File: config.mk
export PLATFORM = sky130hd
export DESIGN_NAME = bmfs_sequencer
export DESIGN_NICKNAME = d
export VERILOG_FILES = /design/src/rtl/bmfs_pkg.sv /design/src/rtl/bmfs_sequencer.sv /design/src/rtl/bmfs_sync.sv
export VERILOG_INCLUDE_DIRS = /design/src /design/src/rtl
export SDC_FILE = /design/constraint.sdc
export NUM_CORES = 1
export LEC_CHECK = 0
export BUFFER_PORTS_ARGS = -buffer_cell sky130_fd_sc_hd__buf_2
export CAP_MARGIN = 15
export CORE_MARGIN = 1.5
export CORE_UTILIZATION = 61
export DETAILED_ROUTE_END_ITERATION = 12
export PLACE_DENSITY = 0.79
export REMOVE_ABC_BUFFERS = 1
export SLEW_MARGIN = 25
export SYNTH_ARGS = -nofsm -noshare
export SYNTH_HDL_FRONTEND = slang
export SYNTH_HIERARCHICAL = 1
export SYNTH_SLANG_ARGS = --single-unit
export TNS_END_PERCENT = 20
File: constraint.sdc
create_clock -name I_REF_CLK -period 3.9 [get_ports I_REF_CLK]
set_clock_uncertainty 0.1 [all_clocks]
set_input_delay 0.585 -clock I_REF_CLK [delete_from_list [all_inputs] [get_ports I_REF_CLK]]
set_output_delay 0.585 -clock I_REF_CLK [all_outputs]
set_load 0.05 [all_outputs]
File: src/rtl/bmfs_params.svh
`ifndef BMFS_PARAMS_SVH
`define BMFS_PARAMS_SVH
`define BMFS_CLK_MHZ 100
`define BMFS_PRE_CHECK_US 200
`define BMFS_PRE_LIMIT_US 1000
`define BMFS_SS_LIMIT_US 128
`define BMFS_NOSW_US 5
`define BMFS_ILIM_LIMIT_US 150
`define BMFS_HICCUP_MS 22
`define BMFS_ILIM_PRE 2'h0
`define BMFS_ILIM_SS 2'h1
`define BMFS_ILIM_BOOST 2'h2
`define BMFS_ILIM_OFF 2'h3
`define BMFS_ONTIME_DEF 8'h04
`define BMFS_TMR_W 22
`endif

File: src/rtl/bmfs_pkg.sv
`default_nettype none
package bmfs_pkg;
  typedef enum logic [3:0] {
    BMFS_ST_PRECHARGE,
    BMFS_ST_SOFTSTART,
    BMFS_ST_BOOST,
    BMFS_ST_AUTOBYP,
    BMFS_ST_BYPASS,
    BMFS_ST_FAULT,
    BMFS_ST_THERMAL
  } bmfs_state_type;
  typedef enum logic [1:0] {
    BMFS_SW_IDLE,
    BMFS_SW_ON,
    BMFS_SW_OFF
  } bmfs_sw_type;
endpackage : bmfs_pkg
`default_nettype wire

File: src/rtl/bmfs_sequencer.sv
// Contract
// - Enable high boosts; enable low forces bypass (from reset or fault, the code stays in fault while enable is low).
// - Precharge 1.6A; after 200us need output above 1V.
// - Reach input minus 0.3V within 1ms.
// - Softstart switches with 1.5A limit.
// - No regulation after 128us softstart faults.
// - Softstart low output with overcurrent faults.
// - Successful startup enters normal boost.
// - Auto-bypass when input high, 5us no switching.
// - Leave auto-bypass below 0.98 target.
// - Auto-bypass low output faults.
// - Boost state valley limit 2.3A.
// - Current limit over 150us faults.
// - Valley overcurrent extends off-time.
// - Low-side on-time, then high-side, repeat.
// - Bypass keeps high-side switch fully on.
// - Bypass low output faults, disconnects path.
// - Undervoltage lockout forces fault state.
// - Fault stops switching, waits 22ms hiccup.
// - Thermal off above 150C, on below 130C.
`include "bmfs_params.svh"
`default_nettype none
module bmfs_sequencer #(
  parameter int CLK_MHZ = `BMFS_CLK_MHZ,
  parameter int PRE_CHECK_CYC = `BMFS_PRE_CHECK_US * CLK_MHZ,
  parameter int PRE_LIMIT_CYC = `BMFS_PRE_LIMIT_US * CLK_MHZ,
  parameter int SS_LIMIT_CYC = `BMFS_SS_LIMIT_US * CLK_MHZ,
  parameter int NOSW_CYC = `BMFS_NOSW_US * CLK_MHZ,
  parameter int ILIM_LIMIT_CYC = `BMFS_ILIM_LIMIT_US * CLK_MHZ,
  parameter int HICCUP_CYC = `BMFS_HICCUP_MS * 1000 * CLK_MHZ,
  parameter int TW = `BMFS_TMR_W
) (
  // Clock and reset.
  input wire logic I_REF_CLK,
  input wire logic I_SRST,
  // Host enable pin.
  input wire logic I_EN,
  // Analog comparators from the power stage, and the on-time setting.
  input wire logic I_VOUT_GT_1V,
  input wire logic I_VOUT_GE_VIN_M03,
  input wire logic I_VOUT_IN_REG,
  input wire logic I_VIN_GT_NOM,
  input wire logic I_VIN_LT_098NOM,
  input wire logic I_VALLEY_OC,
  input wire logic I_UVLO,
  input wire logic I_TJ_HOT,
  input wire logic I_TJ_COOL,
  input wire logic [7:0] I_ON_TIME,
  // Power stage controls and status outputs.
  output logic O_LS_GATE,
  output logic O_HS_GATE,
  output logic O_PRECHARGE,
  output logic [1:0] O_ILIM_SEL,
  output logic O_FAULT,
  output logic O_THERMAL_OFF,
  output var bmfs_pkg::bmfs_state_type O_STATE
);
  import bmfs_pkg::*;

  localparam int NIN = 9;
  logic [NIN-1:0] raw_in;
  logic [NIN-1:0] sync_in;
  logic [7:0] on_sync;
  logic en, vout_1v, vout_ok, vout_reg, vin_hi, vin_lo, oc, uvlo, tj_hot;
  logic tj_cool;
  bmfs_state_type state;
  bmfs_state_type next_state;
  bmfs_sw_type sw;
  logic [TW-1:0] tmr;
  logic [TW-1:0] oc_tmr;
  logic [TW-1:0] nosw_tmr;
  logic [7:0] sw_cnt;
  logic thermal;
  logic switching;

  assign raw_in = {I_EN, I_VOUT_GT_1V, I_VOUT_GE_VIN_M03, I_VOUT_IN_REG, I_VIN_GT_NOM,
                   I_VIN_LT_098NOM, I_VALLEY_OC, I_UVLO, I_TJ_HOT};

  bmfs_sync #(.WIDTH(NIN)) u_sync (
    .i_clk(I_REF_CLK),
    .i_srst(I_SRST),
    .i_async(raw_in),
    .o_sync(sync_in)
  );

  bmfs_sync #(.WIDTH(9)) u_sync_b (
    .i_clk(I_REF_CLK),
    .i_srst(I_SRST),
    .i_async({I_TJ_COOL, I_ON_TIME}),
    .o_sync({tj_cool, on_sync})
  );

  assign {en, vout_1v, vout_ok, vout_reg, vin_hi, vin_lo, oc, uvlo, tj_hot} = sync_in;
  assign switching = (state == BMFS_ST_SOFTSTART) || (state == BMFS_ST_BOOST);

  // Thermal shutdown latch with hysteresis between the two comparators.
  always_ff @(posedge I_REF_CLK) begin
    if (I_SRST) begin
      thermal <= 1'b0;
    end else if (tj_hot) begin
      thermal <= 1'b1;
    end else if (tj_cool) begin
      thermal <= 1'b0;
    end
  end

  always_comb begin
    next_state = state;
    case (state)
      BMFS_ST_PRECHARGE: begin
        if (tmr >= TW'(PRE_CHECK_CYC) && !vout_1v) begin
          next_state = BMFS_ST_FAULT;
        end else if (vout_ok && tmr >= TW'(PRE_CHECK_CYC)) begin
          next_state = BMFS_ST_SOFTSTART;
        end else if (tmr >= TW'(PRE_LIMIT_CYC)) begin
          next_state = BMFS_ST_FAULT;
        end
      end
      BMFS_ST_SOFTSTART: begin
        if (!vout_ok && oc) begin
          next_state = BMFS_ST_FAULT;
        end else if (vout_reg) begin
          next_state = en ? BMFS_ST_BOOST : BMFS_ST_BYPASS;
        end else if (tmr > TW'(SS_LIMIT_CYC)) begin
          next_state = BMFS_ST_FAULT;
        end
      end
      BMFS_ST_BOOST: begin
        if (!en) begin
          next_state = BMFS_ST_BYPASS;
        end else if (oc_tmr > TW'(ILIM_LIMIT_CYC)) begin
          next_state = BMFS_ST_FAULT;
        end else if (vin_hi && nosw_tmr >= TW'(NOSW_CYC)) begin
          next_state = BMFS_ST_AUTOBYP;
        end
      end
      BMFS_ST_AUTOBYP: begin
        if (!en) begin
          next_state = BMFS_ST_BYPASS;
        end else if (!vout_ok) begin
          next_state = BMFS_ST_FAULT;
        end else if (vin_lo) begin
          next_state = BMFS_ST_BOOST;
        end
      end
      BMFS_ST_BYPASS: begin
        if (!vout_ok) begin
          next_state = BMFS_ST_FAULT;
        end else if (en) begin
          next_state = BMFS_ST_BOOST;
        end
      end
      BMFS_ST_FAULT: begin
        if (tmr >= TW'(HICCUP_CYC) && en && !uvlo) begin
          next_state = BMFS_ST_PRECHARGE;
        end
      end
      BMFS_ST_THERMAL: begin
        if (!thermal) begin
          next_state = BMFS_ST_FAULT;
        end
      end
      default: begin
        next_state = BMFS_ST_FAULT;
      end
    endcase
    if (state != BMFS_ST_THERMAL && state != BMFS_ST_FAULT && uvlo) begin
      next_state = BMFS_ST_FAULT;
    end
    if (thermal) begin
      next_state = BMFS_ST_THERMAL;
    end
  end

  always_ff @(posedge I_REF_CLK) begin
    if (I_SRST) begin
      state <= BMFS_ST_FAULT;
    end else begin
      state <= next_state;
    end
  end

  // Phase timer restarts on every state entry.
  always_ff @(posedge I_REF_CLK) begin
    if (I_SRST) begin
      tmr <= '0;
    end else if (next_state != state) begin
      tmr <= '0;
    end else if (tmr != '1) begin
      tmr <= tmr + TW'(1);
    end
  end

  // Continuous current-limit duration in normal boost.
  always_ff @(posedge I_REF_CLK) begin
    if (I_SRST) begin
      oc_tmr <= '0;
    end else if (state != BMFS_ST_BOOST || !oc) begin
      oc_tmr <= '0;
    end else if (oc_tmr != '1) begin
      oc_tmr <= oc_tmr + TW'(1);
    end
  end

  // Time since the last low-side on-time ended.
  always_ff @(posedge I_REF_CLK) begin
    if (I_SRST) begin
      nosw_tmr <= '0;
    end else if (state != BMFS_ST_BOOST || (sw == BMFS_SW_ON)) begin
      nosw_tmr <= '0;
    end else if (nosw_tmr != '1) begin
      nosw_tmr <= nosw_tmr + TW'(1);
    end
  end

  // Constant on-time switching cycle.
  always_ff @(posedge I_REF_CLK) begin
    if (I_SRST) begin
      sw <= BMFS_SW_IDLE;
      sw_cnt <= '0;
    end else if (!switching) begin
      sw <= BMFS_SW_IDLE;
      sw_cnt <= '0;
    end else begin
      case (sw)
        BMFS_SW_IDLE: begin
          sw <= BMFS_SW_ON;
          sw_cnt <= (on_sync == 8'h00) ? `BMFS_ONTIME_DEF : on_sync;
        end
        BMFS_SW_ON: begin
          if (sw_cnt <= 8'h01) begin
            sw <= BMFS_SW_OFF;
            sw_cnt <= `BMFS_ONTIME_DEF;
          end else begin
            sw_cnt <= sw_cnt - 8'h01;
          end
        end
        BMFS_SW_OFF: begin
          if (sw_cnt > 8'h01) begin
            sw_cnt <= sw_cnt - 8'h01;
          end else if (!oc && !vout_reg) begin
            // Cycles are skipped while in regulation, so light load stops switching.
            sw <= BMFS_SW_ON;
            sw_cnt <= (on_sync == 8'h00) ? `BMFS_ONTIME_DEF : on_sync;
          end
        end
        default: begin
          sw <= BMFS_SW_IDLE;
        end
      endcase
    end
  end

  // Registered power-stage outputs.
  always_ff @(posedge I_REF_CLK) begin
    if (I_SRST) begin
      O_LS_GATE <= 1'b0;
      O_HS_GATE <= 1'b0;
      O_PRECHARGE <= 1'b0;
      O_ILIM_SEL <= `BMFS_ILIM_OFF;
      O_FAULT <= 1'b1;
      O_THERMAL_OFF <= 1'b0;
      O_STATE <= BMFS_ST_FAULT;
    end else begin
      O_STATE <= state;
      O_FAULT <= (state == BMFS_ST_FAULT);
      O_THERMAL_OFF <= (state == BMFS_ST_THERMAL);
      O_PRECHARGE <= (state == BMFS_ST_PRECHARGE);
      O_LS_GATE <= switching && (sw == BMFS_SW_ON);
      O_HS_GATE <= (switching && sw == BMFS_SW_OFF) || (state == BMFS_ST_AUTOBYP) ||
                   (state == BMFS_ST_BYPASS);
      case (state)
        BMFS_ST_PRECHARGE: O_ILIM_SEL <= `BMFS_ILIM_PRE;
        BMFS_ST_SOFTSTART: O_ILIM_SEL <= `BMFS_ILIM_SS;
        BMFS_ST_BOOST: O_ILIM_SEL <= `BMFS_ILIM_BOOST;
        BMFS_ST_AUTOBYP: O_ILIM_SEL <= `BMFS_ILIM_BOOST;
        default: O_ILIM_SEL <= `BMFS_ILIM_OFF;
      endcase
    end
  end
endmodule : bmfs_sequencer
`default_nettype wire

File: src/rtl/bmfs_sync.sv
`default_nettype none
module bmfs_sync #(
  parameter int WIDTH = 1
) (
  input wire logic i_clk,
  input wire logic i_srst,
  input wire logic [WIDTH-1:0] i_async,
  output logic [WIDTH-1:0] o_sync
);
  logic [WIDTH-1:0] meta;
  always_ff @(posedge i_clk) begin
    if (i_srst) begin
      meta <= '0;
      o_sync <= '0;
    end else begin
      meta <= i_async;
      o_sync <= meta;
    end
  end
endmodule : bmfs_sync
`default_nettype wire

Word-level counts from Yosys, hierarchy flattened
Cells that the tools add are included.
- bits in registers: 128
- bits of input ports: 20
- output and inout bits: 11
- word-level logic and storage cells: 114
- add/sub/neg operators: 4
- order comparisons: 8
- eq/ne operators: 19
- muxes and demuxes: 31
- bitwise operators: 1
- reduce and logical (&&, ||, !) cells: 33
- operator list (cell ; number):
    $mux 4 ; 17
    $add 22x1->22 const B ; 3
    $ne 22x22->1 const B ; 3
    $gt 22x14->1 const B ; 2
    $mux 8 ; 4
    $pmux 4 s6 ; 1
    $pmux 8 s3 ; 1
    $ge 22x15->1 const B ; 1
    $ge 22x17->1 const B ; 1
    $ge 22x22->1 const B ; 1
    $ge 22x9->1 const B ; 1
    $eq 4x3->1 const B ; 3
    $pmux 2 s3 ; 2
    $logic_and 1x1->1 ; 11
    $reduce_or 2->1 ; 5
    $eq 4x2->1 const B ; 2
    $gt 8x1->1 const B ; 1
    $le 8x1->1 const B ; 1
    $logic_not 8->1 ; 1
    $ne 4x3->1 const B ; 2
    $sub 8x1->8 const B ; 1
    $mux 2 ; 3
    $ne 2x2->1 const B ; 3
    $logic_not 1->1 ; 5
    16 further kinds ; 21

Longest topological paths before layout
- depth after elaboration: 10
- mapped depth: 10
- mapped depth without buffers: 9

Cells and area by module
The synthesis kept the hierarchy.
- by module, submodules not included (module ; instances ; cells each ; area each (µm²) ; seq. area each (µm²)):
    bmfs_sequencer ; 1 ; 596 ; 5037.3 ; 1841.8
    bmfs_sync ; 2 ; 37 ; 489.2 ; 360.3

Worst setup path before layout
Ideal clock, no wire load.
- path type: reg-to-reg
- start point: reg tmr[17]
- end point: reg tmr[16]
- setup time: 0.073 ns
- arrival: 2.661 ns
- required time: 3.727 ns
- setup slack: 1.066 ns
- cell stages (with the launch flop): 9
- buffers on the path: 1
- clock period less this slack: 2.834 ns
- path through: dfxtp_1 or4_4 or4_4 o31ai_2 o2111ai_1 or3_1 a211o_1 buf_6 nor3_4
- longest elaborated chain between the ends: 9
- elaborated cells between the ends (all ways): 21
- classes of those cells: 4 x order compare; 2 x eq/ne; 10 x mux; 5 x reduce/logical
- RTL lines (element ; RTL line ; RTL):
    start, declared ; bmfs_sequencer.sv:69 ; logic [TW-1:0] tmr;
    start signal, assigned ; bmfs_sequencer.sv:190 ; tmr <= tmr + TW'(1);
    $gt 22x14->1 (tied with other cells) ; bmfs_sequencer.sv:124 ; end else if (tmr > TW'(SS_LIMIT_CYC)) begin
    $mux 4 (tied with other cells) ; bmfs_sequencer.sv:124 ;
    $mux 4 (tied with other cells) ; bmfs_sequencer.sv:122 ; end else if (vout_reg) begin
    $mux 4, on equally long branches ; bmfs_sequencer.sv:120, bmfs_sequencer.sv:111, bmfs_sequencer.sv:154 ;
    $pmux 4 s6 ; bmfs_sequencer.sv:109 ; case (state)
    $mux 4 ; bmfs_sequencer.sv:167 ; if (state != BMFS_ST_THERMAL && state != BMFS_ST_FAULT && uvlo) begin
    $mux 4 ; bmfs_sequencer.sv:170 ; if (thermal) begin
    $ne 4x4->1 ; bmfs_sequencer.sv:187 ; end else if (next_state != state) begin
    $reduce_or 2->1 (no source line) ; -- ;
Parallel ways exist; a longest one is shown, timed or not.
A chain may end at the register's enable or synchronous reset.

Worst setup path in the final report
- start point: reg tmr[17]
- end point: reg tmr[3]
The elaborated chain is that of the path after synthesis.

==> results.cfg <==
[run_status]
status = completed

[layout]
multi_input_area_sq_um = 3200
drive_gt1_share_pct = 14.2
utilization_pct = 70.5
area_delta_synth_final_pct = 13.4
n_antenna_cell = 0
final_cell_mix = dfxtp_1, nor2_1, nand3_1
n_fill_cell = 747
nets = 732
regArea_sq_um = 2560
mostFrequentLayoutCell = dfxtp_1

[timing]
worst_slack_ns = 0.564
tightest_slew_ns = 0.848
max_freq_mhz = 300
rsz0062_at_grt = no
slew_violations = 0
hold_ws_ns = 0.153
maxSlewHeadroom_pct = 43.3
tns_ns = 0
fin_crit_ns = 3.34
finalHoldViolations = 0
fin_crit_sh_pct = 85.5
setup_violations = 0

[cts]
cts_tree = yes
cts.reportedPaths.clkPinSlew_ns = 0.06
ctsResizeCount = 0
clock_sinks = 128
postCtsHoldBufs = 0
cts_setup_buffers = 0
insertion_delay_ns = 0.53
clockRootBuffer = clkbuf_8
cts_made_buffers = 17
cts_buffer_depth = 2
cts-htree-levels = 4

[synthesis]
ys_warn_count = 6
synth_area_leader_cell = dfxtp_1
synth_simple_gate_area_share_pct = 30.2
synth_cells = 670
syn_avg_cell_area_sq_um = 8.98
synth.distinct_cells = 70
synthArstFlopShare_pct = 0
synth_area_leaders = dfxtp_1, nor2_1, xor2_1
yosysSeqAreaShare_pct = 42.6
synth_compound_gate_area_share_pct = 11.2
synth_area_sq_um = 6020
synth_edf_count = 0
synth_top_area_share_pct = 42.6
synth-xor-area-share_pct = 8.15
synth-seq-cells = 128
synth_top_family_by_area = simple AND/OR/NAND/NOR gates
ys.flop_type = dfxtp_1
synthAdderAreaFrac_pct = 2.70
synth_mux_area_share_pct = 0.832

[setup_path]
critPathMaxStageDelay_ns = 0.56
criticalPathCategory = flip-flop to flip-flop
worstSetupStartpointType = flip-flop
cp_common_cell = or4_4
cp-startpoint = tmr[17]
endpoint_kind = flip-flop
crit_buf_inv = 1
cpLargestDelayFamily = simple AND/OR/NAND/NOR gates
rr_startpoint = tmr[17]
crit_required_ns = 4.26
path_cells = or4_4, or4_4, o31ai_2, o2111ai_1, or3_1, a211o_1, buf_4, nor3b_1
crit_slowest_cell = or4_4
arrival_ns = 3.69
crit_fanout = 14

[placement]
dpl_worst_slack_ns = 0.625
globalplace.congestion = 0.887
dpl.hpwl_microns = 8500
io_buffers = 30

[drt]
vias = 4862
firstDrtPassIters = 5
drt_wl_total_microns = 12500
avgRoutedWirePerCell_microns = 14.8
post-route-drc-count = 0
antenna_left = 0
first_iter_violations = 225
viasPerCell = 5.75

[global_routing]
grt_pass1_wl_microns = 20700
grt-ovfl-total = 0
grt_pass1_vias = 4512
antenna_found_initial = 0
grt_usage_pct = 25.4
grt_max_degree = 36

[floorplan]
dieArea_sq_um = 10500
die_x_microns = 102
initial_utilization_pct = 62.1
ioPinCount = 31
rows = 36
core_area_sq_um = 9680
die_height_microns = 102

[power]
powerDensity_nw_per_um2 = 451
ir_worst_vdd_v = 0.000366
p_total_mw = 3.08
leakage_nw = 2.51

[min_path]
hp-start = I_ON_TIME[2]
min_path_type = input pin to flip-flop

[run]
max-cap-violations = 0
## registers in the layout, indices dropped and copies added, names as in the netlist, 4 cells and up
| register | cells |
|---|---|
| sw_cnt | 8 |
| u_sync_b/meta | 9 |
| u_sync_b/o_sync | 9 |
| oc_tmr | 22 |
| tmr | 22 |
| u_sync/meta | 9 |
| state | 4 |
| u_sync/o_sync | 9 |
| nosw_tmr | 22 |
| O_STATE | 4 |
## cells by family after synthesis
kind of cell | after synthesis
multiplexers | 5
XOR/XNOR | 56
AO/OA/AOI/OAI | 94
buffers and inverters | 54
other | 1
flip-flops | 128
adder cells (fa/ha/maj) | 13
AND/OR/NAND/NOR | 319
## worst register-to-register path: cells and delay by family, from the launching register on
kind / cells / cell delay [ns]
DFF: 1 / 0.37
and+or+nand+nor: 4 / 1.55
buffers and inverters: 1 / 0.29
AOI/OAI and AO/OA: 3 / 0.94
## power by group
group | internal, mW | leakage (nW) | switching, mW
clock network | 1.02 | 0.284 | 0.566
registers | 1.33 | 1.04 | 0.0220
logic | 0.0517 | 1.19 | 0.0831
total | 2.41 | 2.51 | 0.671
## cell type report
class                           count  share of cell area [%]
Clock buffer                       23                    6.84
Tap cell                          133                    2.44
Sequential cell                   128                    37.6
Timing Repair Buffer               34                    2.64
Clock inverter                      9                    1.93
Inverter                           30                    1.65
Multi-Input combinational cell    488                    47.0
## through the flow
step / instance area (sq um) / std cells
6_report: 6820 / 845
5_1_grt: 6820 / 845
3_3_place_gp: 6230 / 813
3_5_place_dp: 6230 / 813
4_1_cts: 6820 / 845
2_1_floorplan: 5870 / 646
## final timing paths
| check | slack, ns | depth (start not counted) | endpoint |
|---|---|---|---|
| min reg2reg | 0.33 | 1 | u_sync_b/o_sync[7] |
| max | 0.56 | 8 | tmr[3] |
| max reg2reg | 0.56 | 8 | tmr[3] |
| min | 0.15 | 2 | u_sync_b/meta[2] |
## layer usage
layer / track usage, % / routed length [microns] / vias up / part of all wire, %
met5: 0 / 0 / - / 0
met4: 12.2 / 295 / 0 / 2.4
met3: 6.91 / 513 / 32 / 4.1
met2: 41.3 / 5980 / 111 / 48
met1: 31.3 / 5720 / 2304 / 46
li1: - / - / 2415 / -
## synthesized netlist by cell type, types with 6 or more instances
| library cell | n |
|---|---|
| a22oi_1 | 7 |
| nor3_1 | 13 |
| and3_1 | 15 |
| ha_1 | 13 |
| and2b_1 | 14 |
| xor2_1 | 35 |
| a211oi_1 | 7 |
| o211ai_1 | 6 |
| nand4_1 | 12 |
| xnor2_1 | 21 |
| nor3_2 | 19 |
| o21ai_0 | 18 |
| dfxtp_1 | 128 |
| a31oi_1 | 6 |
| nor2_1 | 84 |
| inv_1 | 30 |
| nor4_1 | 13 |
| or3_1 | 6 |
| nor2b_1 | 26 |
| nand3_1 | 38 |
| or2_2 | 7 |
| a21oi_1 | 11 |
| nand2_1 | 34 |
| clkbuf_1 | 15 |
| and4_1 | 6 |
(Power assumes the default switching activity.)
